`config.mk`:
```
export PLATFORM = sky130hd
export DESIGN_NAME = cpt_timing_override_regs
export DESIGN_NICKNAME = d
export VERILOG_FILES = /design/src/cpt_pkg.sv /design/src/cpt_timing_override_regs.sv
export SDC_FILE = /design/constraint.sdc
export NUM_CORES = 1
export LEC_CHECK = 0
export ABC_AREA = 1
export BUFFER_PORTS_ARGS = -buffer_cell sky130_fd_sc_hd__buf_2
export CAP_MARGIN = 40
export CORE_MARGIN = 4
export CORE_UTILIZATION = 49
export CTS_CLUSTER_DIAMETER = 80
export CTS_CLUSTER_SIZE = 10
export DETAILED_ROUTE_END_ITERATION = 8
export PLACE_DENSITY_LB_ADDON = 0.15
export SYNTH_ARGS = -nofsm -noshare
export SYNTH_HDL_FRONTEND = slang
export SYNTH_SLANG_ARGS = --single-unit
```
`constraint.sdc`:
```
create_clock -name mclk -period 1.65 [get_ports mclk]
set_input_delay 0.165 -clock mclk [delete_from_list [all_inputs] [get_ports mclk]]
set_output_delay 0.165 -clock mclk [all_outputs]
set_load 0.1 [all_outputs]
```
`src/cpt_pkg.sv`:
```
package cpt_pkg;

    // Register word indices; byte address is four times the index
    localparam logic [6:0] P0_LP_PERIOD_IDX    = 7'h48;
    localparam logic [6:0] P1_CLK_PREPARE_IDX  = 7'h60;
    localparam logic [6:0] P1_CLK_ZERO_IDX     = 7'h61;
    localparam logic [6:0] P1_CLK_TRAIL_IDX    = 7'h62;
    localparam logic [6:0] P1_CLK_POST_IDX     = 7'h63;
    localparam logic [6:0] P1_DATA_PREPARE_IDX = 7'h64;
    localparam logic [6:0] P1_DATA_ZERO_IDX    = 7'h65;
    localparam logic [6:0] P1_DATA_TRAIL_IDX   = 7'h66;
    localparam logic [6:0] P1_DATA_EXIT_IDX    = 7'h67;
    localparam logic [6:0] P1_LP_PERIOD_IDX    = 7'h68;

    localparam int NUM_REGS = 10;

    // Slot order inside the block, listed from slot 9 down to slot 0
    localparam logic [NUM_REGS-1:0][6:0] REG_IDX = {
        P1_LP_PERIOD_IDX,
        P1_DATA_EXIT_IDX,
        P1_DATA_TRAIL_IDX,
        P1_DATA_ZERO_IDX,
        P1_DATA_PREPARE_IDX,
        P1_CLK_POST_IDX,
        P1_CLK_TRAIL_IDX,
        P1_CLK_ZERO_IDX,
        P1_CLK_PREPARE_IDX,
        P0_LP_PERIOD_IDX
    };

    // Field layout of every timing register
    localparam int OVERRIDE_BIT = 7;
    localparam int VALUE_MSB    = 6;
    localparam int VALUE_W      = 7;
    localparam int ADR_W        = 9;

    // Reset values
    localparam logic               OVERRIDE_RST = 1'b0;
    localparam logic [VALUE_W-1:0] VALUE_RST    = 7'h00;
    localparam logic [31:0]        RDATA_RST    = 32'h0000_0000;

    typedef struct packed {
        logic [NUM_REGS-1:0]              ov;
        logic [NUM_REGS-1:0][VALUE_W-1:0] val;
        logic                             ack;
        logic [31:0]                      rdata;
    } cpt_state_s;

endpackage : cpt_pkg

```
`src/cpt_timing_override_regs.sv`:
```
// Notes on behaviour
// [RL1] Bit 7 of each timing register picks the source: 0 uses the automatic value, 1 uses bits 6:0.
// [RL2] With override clear the value field ignores writes and reads back the live automatic value.
// [RL3] With override set the value field takes writes, reads them back and drives the port timing.
// [RL4] Override bits and value fields reset to zero, so automatic timing rules after reset.
// [RL5] Each clock-lane, data-lane and low-power parameter has its own override control.
// [RL6] Port 1 holds nine contiguous timing registers, data exit directly before low-power period.
// [RL7] Port 0 low-power period register steers only port 0, apart from port 1's copy.
// [RL8] All timing values count byte-clock cycles of the output port.
//
// Local design decision: register access over Wishbone.
module cpt_timing_override_regs (
    input  wire logic                              mclk,                       // Register clock
    input  wire logic                              reset_n,                    // Async reset
    input  wire logic                              wb_cyc_i,                   // Bus cycle
    input  wire logic                              wb_stb_i,                   // Strobe
    input  wire logic                              wb_we_i,                    // Write enable
    input  wire logic [cpt_pkg::ADR_W-1:0]         wb_adr_i,                   // Byte address
    input  wire logic [3:0]                        wb_sel_i,                   // Byte lanes
    input  wire logic [31:0]                       wb_dat_i,                   // Write data
    output logic      [31:0]                       wb_dat_o,                   // Read data
    output logic                                   wb_ack_o,                   // Acknowledge
    input  wire logic [cpt_pkg::VALUE_W-1:0]       p0_auto_lp_period,          // Computed value
    input  wire logic [cpt_pkg::VALUE_W-1:0]       p1_auto_clk_prepare,        // Computed value
    input  wire logic [cpt_pkg::VALUE_W-1:0]       p1_auto_clk_zero,           // Computed value
    input  wire logic [cpt_pkg::VALUE_W-1:0]       p1_auto_clk_trail,          // Computed value
    input  wire logic [cpt_pkg::VALUE_W-1:0]       p1_auto_clk_post,           // Computed value
    input  wire logic [cpt_pkg::VALUE_W-1:0]       p1_auto_data_prepare,       // Computed value
    input  wire logic [cpt_pkg::VALUE_W-1:0]       p1_auto_data_zero,          // Computed value
    input  wire logic [cpt_pkg::VALUE_W-1:0]       p1_auto_data_trail,         // Computed value
    input  wire logic [cpt_pkg::VALUE_W-1:0]       p1_auto_data_exit,          // Computed value
    input  wire logic [cpt_pkg::VALUE_W-1:0]       p1_auto_lp_period,          // Computed value
    output logic      [cpt_pkg::VALUE_W-1:0]       p0_lp_period_value,         // Timing in use
    output logic      [cpt_pkg::VALUE_W-1:0]       p1_clk_prepare_value,       // Timing in use
    output logic      [cpt_pkg::VALUE_W-1:0]       p1_clk_zero_value,          // Timing in use
    output logic      [cpt_pkg::VALUE_W-1:0]       p1_clk_trail_value,         // Timing in use
    output logic      [cpt_pkg::VALUE_W-1:0]       p1_clk_post_value,          // Timing in use
    output logic      [cpt_pkg::VALUE_W-1:0]       p1_data_prepare_value,      // Timing in use
    output logic      [cpt_pkg::VALUE_W-1:0]       p1_data_zero_value,         // Timing in use
    output logic      [cpt_pkg::VALUE_W-1:0]       p1_data_trail_value,        // Timing in use
    output logic      [cpt_pkg::VALUE_W-1:0]       p1_data_exit_value,         // Timing in use
    output logic      [cpt_pkg::VALUE_W-1:0]       p1_lp_period_value,         // Timing in use
    output logic      [cpt_pkg::NUM_REGS-1:0]      override_en                 // Override bits
);

    cpt_pkg::cpt_state_s                                 st_reg;
    cpt_pkg::cpt_state_s                                 st_next;
    logic [cpt_pkg::NUM_REGS-1:0][cpt_pkg::VALUE_W-1:0]  auto_vec;
    logic [cpt_pkg::NUM_REGS-1:0][cpt_pkg::VALUE_W-1:0]  eff_vec;
    logic [cpt_pkg::NUM_REGS-1:0]                        hit;
    logic [cpt_pkg::NUM_REGS-1:0]                        wr_hit;
    logic [6:0]                                          word_idx;
    logic                                                req;
    logic                                                rd_req;
    logic [31:0]                                         rd_word;

    // Gather computed values into slot order
    assign auto_vec[0] = p0_auto_lp_period;
    assign auto_vec[1] = p1_auto_clk_prepare;
    assign auto_vec[2] = p1_auto_clk_zero;
    assign auto_vec[3] = p1_auto_clk_trail;
    assign auto_vec[4] = p1_auto_clk_post;
    assign auto_vec[5] = p1_auto_data_prepare;
    assign auto_vec[6] = p1_auto_data_zero;
    assign auto_vec[7] = p1_auto_data_trail;
    assign auto_vec[8] = p1_auto_data_exit;
    assign auto_vec[9] = p1_auto_lp_period;

    // Source select per parameter, one slot each
    always_comb begin
        for (int i = 0; i < cpt_pkg::NUM_REGS; i++) begin
            eff_vec[i] = st_reg.ov[i] ? st_reg.val[i] : auto_vec[i];    // [RL1] [RL3] [RL5]
        end
    end

    // Values below count byte-clock cycles of the lane sequencer
    assign p0_lp_period_value    = eff_vec[0];                        // [RL7] [RL8]
    assign p1_clk_prepare_value  = eff_vec[1];                        // [RL8]
    assign p1_clk_zero_value     = eff_vec[2];
    assign p1_clk_trail_value    = eff_vec[3];
    assign p1_clk_post_value     = eff_vec[4];
    assign p1_data_prepare_value = eff_vec[5];
    assign p1_data_zero_value    = eff_vec[6];
    assign p1_data_trail_value   = eff_vec[7];
    assign p1_data_exit_value    = eff_vec[8];
    assign p1_lp_period_value    = eff_vec[9];
    assign override_en           = st_reg.ov;

    assign wb_ack_o = st_reg.ack;
    assign wb_dat_o = st_reg.rdata;

    // Bus decode; byte offset bits are ignored
    assign word_idx = wb_adr_i[cpt_pkg::ADR_W-1:2];
    assign req      = wb_cyc_i && wb_stb_i;
    assign rd_req   = req && !wb_we_i && !st_reg.ack;

    always_comb begin
        for (int i = 0; i < cpt_pkg::NUM_REGS; i++) begin
            hit[i]    = (word_idx == cpt_pkg::REG_IDX[i]);            // [RL6] [RL7]
            wr_hit[i] = hit[i] && req && wb_we_i && st_reg.ack && wb_sel_i[0];
        end
    end

    // Read mux; unmapped words read zero
    always_comb begin
        rd_word = 32'h0000_0000;
        for (int i = 0; i < cpt_pkg::NUM_REGS; i++) begin
            if (hit[i]) begin
                rd_word[cpt_pkg::OVERRIDE_BIT]  = st_reg.ov[i];
                rd_word[cpt_pkg::VALUE_MSB:0]   = eff_vec[i];       // [RL2] [RL3]
            end
        end
    end

    always_comb begin
        st_next     = st_reg;
        st_next.ack = req && !st_reg.ack;
        if (rd_req) begin
            st_next.rdata = rd_word;
        end
        for (int i = 0; i < cpt_pkg::NUM_REGS; i++) begin
            if (wr_hit[i]) begin
                st_next.ov[i] = wb_dat_i[cpt_pkg::OVERRIDE_BIT];    // [RL1]
                // Value field only writable when override ends up set
                if (wb_dat_i[cpt_pkg::OVERRIDE_BIT]) begin
                    st_next.val[i] = wb_dat_i[cpt_pkg::VALUE_MSB:0]; // [RL2] [RL3]
                end
            end
        end
    end

    always_ff @(posedge mclk or negedge reset_n) begin
        if (!reset_n) begin
            st_reg.ov    <= {cpt_pkg::NUM_REGS{cpt_pkg::OVERRIDE_RST}};  // [RL4]
            st_reg.val   <= {cpt_pkg::NUM_REGS{cpt_pkg::VALUE_RST}};     // [RL4]
            st_reg.ack   <= 1'b0;
            st_reg.rdata <= cpt_pkg::RDATA_RST;
        end else begin
            st_reg <= st_next;
        end
    end

    genvar g;
    for (g = 0; g < cpt_pkg::NUM_REGS; g++) begin : g_chk

    end
endmodule : cpt_timing_override_regs

```
==> run summary, run 1 <==
Routed WL - 19.4 mm
Final Hold Viols - 0
Power, Total - 0.00594 W
non-filler cells in the finished layout - 1082
Root Driver - clkbuf_8
Final period util - 102%
fmax - 593 MHz
CTS buffer count - 9
IO Port Bufs - 179
drt pass-1 iters - 6
dpl hpwl - 14.0 mm
I/O Pins - 233
Slew @ Worst Pin - 0.677 ns
clk sinks - 89
initial antenna violation count - 2
failing checks - setup timing
Metal-1 WL - 7.83 mm
Syn-to-layout area delta - 52.5%
Total GRT Usage - 29.2%
drt via density - 5.27
Final Max Slew Viols - 0
Worst setup SP type - flop
Worst EP required - 1.48 ns
Rows - 38
critical path peak fanout - 8
Worst R2R Path Depth - 9
vias in the first global route - 5571
clock buffer depth - 2
die height - 114 microns
Largest register FFs - 70
clock insertion delay at the later pin of the skew report - 0.37 ns
global route overflow - 0
top cells by count, synth - 288 x nand2_1, 89 x dfrtp_1, 63 x o21ai_0
pwr/cell area - 710 nW/um^2
Nets - 1055
Synth Flop Type - dfrtp_1
Iter 0 DRT Violations - 411
WS Path Type - flop to output pin
Routed Antenna Nets - 0
placeable core area - 10900 sq um
DRC Markers - 0
hold depth - 3
max_cap viols - 0
Max transition margin - 54.8%
status - finished, violations left
number of synthesized register bits - 89
CTS tree - yes
Hold WC Path Type - input port to flop
post-synthesis sequential area ratio - 40.6%
Mapped Avg Cell Area - 7.49 sq um
worst setup margin - -0.0378 ns
Top Layer Used - met4
asr flop ratio synth - 100%
Worst-path clk slew - 0.10 ns
DIE AREA - 12900 sq um
largest net degree at the start of global routing - 90
final setup vio count - 9
P_leak - 4.34 nW
RSZ-0062 raised after global routing - true
Die W - 114 microns
WL met2 - 9.58 mm
Cell variety after synth - 30
synth top area cells - dfrtp_1 41%, nand2_1 20%, buf_4 5.9%, o21ai_0 5.7%, mux2_2 3.9%
Place WS - -0.108 ns
Synth top area share - 40.6%
min Tclk post-route - 1.69 ns
number of flops mapped to enable cells by yosys - 0
Synth Instances - 732
endpoint class of the critical path - output pin
layout cells sized above 1 - 44.1%
DP Cell Count - 1045
met3 routed WL - 1.55 mm
mapped cell area - 5480 sq um
Initial Utilization - 50.4%
worst ir drop on vdd - 0.498 mV
Vias - 5701
Post-Route Skew - 0.0105 ns
H-tree levels - 3
most frequent cell after synthesis - nand2_1
synth warn - 0
post-synth top area cell - dfrtp_1
crit path DAT - 1.52 ns
routed len/inst - 18.0 microns
RD Place Congestion - 0.967
first-pass GRT wire length - 29.0 mm
==> layout make-up <==
type | count | area [sq um]
Timing Repair Buffer | 235 | 2390
Antenna cell | 2 | 5.00
Fill cell | 793 | 2520
Clock buffer | 12 | 155
Multi-Input combinational cell | 533 | 3070
Inverter | 67 | 255
Sequential cell | 89 | 2240
Clock inverter | 4 | 73.8
Tap cell | 140 | 175
==> through the flow <==
stage	area [sq um]	hold slack, ns	util, %	setup TNS, ns
5_1_grt	8370	0.146	76.8	-0.917
2_1_floorplan	5840	-0.131	-	-0.210
3_5_place_dp	7580	0.239	69.6	-0.300
4_1_cts	8090	0.0602	74.3	-0.118
6_report	8370	0.115	76.8	-0.202
3_3_place_gp	7580	0.232	69.6	-0.187
==> cell families (layout without fill, tap and decap cells) <==
| logic type | after synthesis | in the layout | synth area share [%] |
|---|---|---|---|
| flip-flops | 89 | 89 | 40.6 |
| buffers and inverters | 133 | 318 | 13.5 |
| other | 1 | 26 | 0.0684 |
| multiplexers | 19 | 19 | 3.90 |
| AND/OR/NAND/NOR | 381 | 381 | 31.6 |
| AO/OA/AOI/OAI | 109 | 109 | 10.3 |
==> cells in the final DEF, fill, tap and decap left out, drive strengths merged, types with 4 or more instances in the layout <==
cell	n
or2	4
nand3	35
clkinv	4
mux2	19
a21oi	4
nand2	292
nand4	11
conb	24
nor2	37
clkbuf	14
o21ai	105
buf	232
dfrtp	89
inv	65
==> path summary, 6_finish.rpt <==
kind,startpoint,endpoint,slack [ns]
max in group asynchronous,reset_n,wb_ack_o,0.87
min in group asynchronous,reset_n,st_reg[45],0.36
worst max register to register,override_en[1],wb_dat_o[7],-0.02
worst min register to register,wb_dat_o[4],wb_dat_o[4],0.49
worst max-delay path,override_en[1],p1_clk_prepare_value[2],-0.04
worst min-delay path,wb_stb_i,wb_ack_o,0.12
==> power breakdown <==
group | switching (W) | internal (W)
clock | 0.000823 | 0.000941
sequential | 0.0000112 | 0.00219
combinational | 0.00142 | 0.000555
==> repair_timing <==
action / in CTS / in global routing
hold buffers: 1 / 0
setup endpoints to repair: 47 / 50
hold endpoints to repair: 89 / 0
buffers inserted: 17 / 3
resized for setup: 54 / 88
pin swaps: 6 / 29
gates cloned: 0 / 0
==> routing by layer <==
layer / track usage, % / vias to the layer above
met5: 0 / -
met4: 10.1 / 0
met3: 4.93 / 42
met2: 48.4 / 266
met1: 39.0 / 2728
li1: - / 2665
==> worst max-delay path, stage by stage, from the launching register on <==
cell,delay [ns]
dfrtp_4,0.53
buf_12,0.17
o21ai_4,0.16
buf_6,0.13
buf_12,0.16
(Power assumes the default switching activity.)
==> inputs of run 2 (changes only) <==
- PLACE_DENSITY: unset -> 0.79
- PLACE_DENSITY_LB_ADDON: 0.15 -> unset
==> run summary, run 2 (synthesis results as in run 1) <==
status - finished, violations left
failing checks - setup timing
WS Path Type - flop to flop
Initial Utilization - 50.4%
DP Area - 7610 sq um
fmax - 570 MHz
clock insertion delay at the later pin of the skew report - 0.37 ns
die height - 114 microns
vias in the first global route - 5299
dpl hpwl - 13.7 mm
CTS tree - yes
I/O Pins - 233
initial antenna violation count - 3
Comb power frac - 34.6%
placeable core area - 10900 sq um
Worst EP required - 1.92 ns
worst setup margin - -0.105 ns
IO Port Bufs - 179
Hold WC Path Type - input port to flop
Slew @ Worst Pin - 0.591 ns
global route overflow - 0
crit path DAT - 2.03 ns
hold slack - 0.0612 ns
RD Place Congestion - 0.936
largest net degree at the start of global routing - 41
Worst Min Path Start - wb_stb_i
R2R Setup Slk - -0.10 ns
switching pwr - 0.00224 W
CTS buffer count - 9
pwr/cell area - 683 nW/um^2
drt pass-1 iters - 6
max_cap viols - 0
layout cells sized above 1 - 42.8%
WHS Endpoint - wb_ack_o
P_leak - 4.29 nW
DRC Markers - 0
Final Hold Viols - 0
H-tree levels - 3
Worst R2R Path Depth - 11
first-pass GRT wire length - 27.6 mm
Nets - 1057
Setup TNS Final - -0.509 ns
Worst-path clk slew - 0.10 ns
Rows - 38
post-layout util - 76.9%
Routed Antenna Nets - 0
RSZ-0062 raised after global routing - true
clk sinks - 89
R2R Path End - wb_dat_o[1]
Vias - 5949
Syn-to-layout area delta - 52.7%
worst ir drop on vdd - 0.473 mV
met3 routed WL - 1.86 mm
clock buffer depth - 2
DIE AREA - 12900 sq um
share of total power in the clock network - 26.9%
Metal-1 WL - 7.45 mm
Die W - 114 microns
Top Layer Used - met5
P_int - 0.00349 W
switch share - 39.1%
Flop pwr share - 38.5%
critical path peak fanout - 4
Routed WL - 20.1 mm
Final period util - 106%
Total GRT Usage - 27.4%
Post-Route Skew - 0.0164 ns
non-filler cells in the finished layout - 1084
commonest non-fill, non-tap cells in the layout - 245 x nand2_1, 106 x buf_2, 83 x dfrtp_1, 67 x buf_12, 45 x inv_1
Final Max Slew Viols - 0
Iter 0 DRT Violations - 704
drt via density - 5.49
endpoint class of the critical path - flop
Critical R2R Launch - override_en[2]
routed len/inst - 18.5 microns
hold depth - 3
final instance area - 8380 sq um
Worst setup SP type - flop
final setup vio count - 20
commonest non-fill, non-tap cell in the layout - nand2_1
DP Cell Count - 1047
Largest register FFs - 70
Max transition margin - 60.6%
min Tclk post-route - 1.75 ns
Root Driver - clkbuf_8
WL met2 - 9.65 mm
## run 2: cell count changes in the layout (fill, tap and decap cells not counted), moves of 4 or more
cell and change:
o21ai_2 -5, inv_4 +4, nand3_1 +5, nand2_2 -11, nand2_1 +8, o21ai_4 +5, nand3_2 -5
## run 2: routing by layer
layer	GRT usage (%)	vias to the layer above
met5	0	-
met4	10.1	2
met3	4.83	113
met2	45.5	410
met1	36.1	2751
li1	-	2673
## run 2: worst max-delay path, stage by stage (launching register included)
cell	delay, ns
dfrtp_1	0.39
inv_2	0.07
buf_4	0.14
or2_1	0.22
o21ai_2	0.08
nor2_1	0.09
nor2_1	0.17
nand3_1	0.13
nor2_2	0.13
nand4_1	0.10
nand2_1	0.10
nand2_1	0.05
## run 2: what timing repair did
action                                  in CTS  in global routing
resized for setup                           60                 71
gates cloned                                 0                  0
setup buffers                               14                  9
hold endpoints to repair                    30                  0
pin swaps                                   11                 14
endpoints found under the setup margin      40                 43
hold buffers                                 1                  0
## run 2: cell type report
class                           count  area, sq um
Antenna cell                        2         5.00
Clock buffer                       12          145
Clock inverter                      4         52.6
Fill cell                         689         2510
Inverter                           67          267
Multi-Input combinational cell    533         3060
Sequential cell                    89         2240
Tap cell                          140          175
Timing Repair Buffer              237         2430
## run 2: worst max-delay path by stage
stage | start | to | slack, ns | depth (start not counted)
5_1_grt | override_en[2] | wb_dat_o[1] | -0.18 | 11
6_report | override_en[2] | wb_dat_o[1] | -0.10 | 11
3_5_place_dp | override_en[3] | wb_dat_o[3] | -0.08 | 7
4_1_cts | override_en[7] | p1_data_trail_value[0] | -0.05 | 4
3_3_place_gp | override_en[3] | wb_dat_o[3] | -0.04 | 7
2_1_floorplan | override_en[1] | wb_dat_o[6] | -0.1 | 10
## run 2: through the flow
stage               setup slack [ns]  power, W
floorplan                    -0.0990   0.00355
global placement             -0.0404   0.00412
global route                  -0.175   0.00587
CTS                          -0.0537   0.00564
finish                        -0.105   0.00572
detailed placement           -0.0835   0.00413
## run 2: power by group through the flow
stage,combinational (W),sequential (W),clock [W]
after floorplan,0.00130,0.00226,0
final,0.00198,0.00221,0.00154
after detailed placement,0.00188,0.00225,0
after global placement,0.00187,0.00225,0
after global routing,0.00203,0.00221,0.00164
after CTS,0.00191,0.00220,0.00152
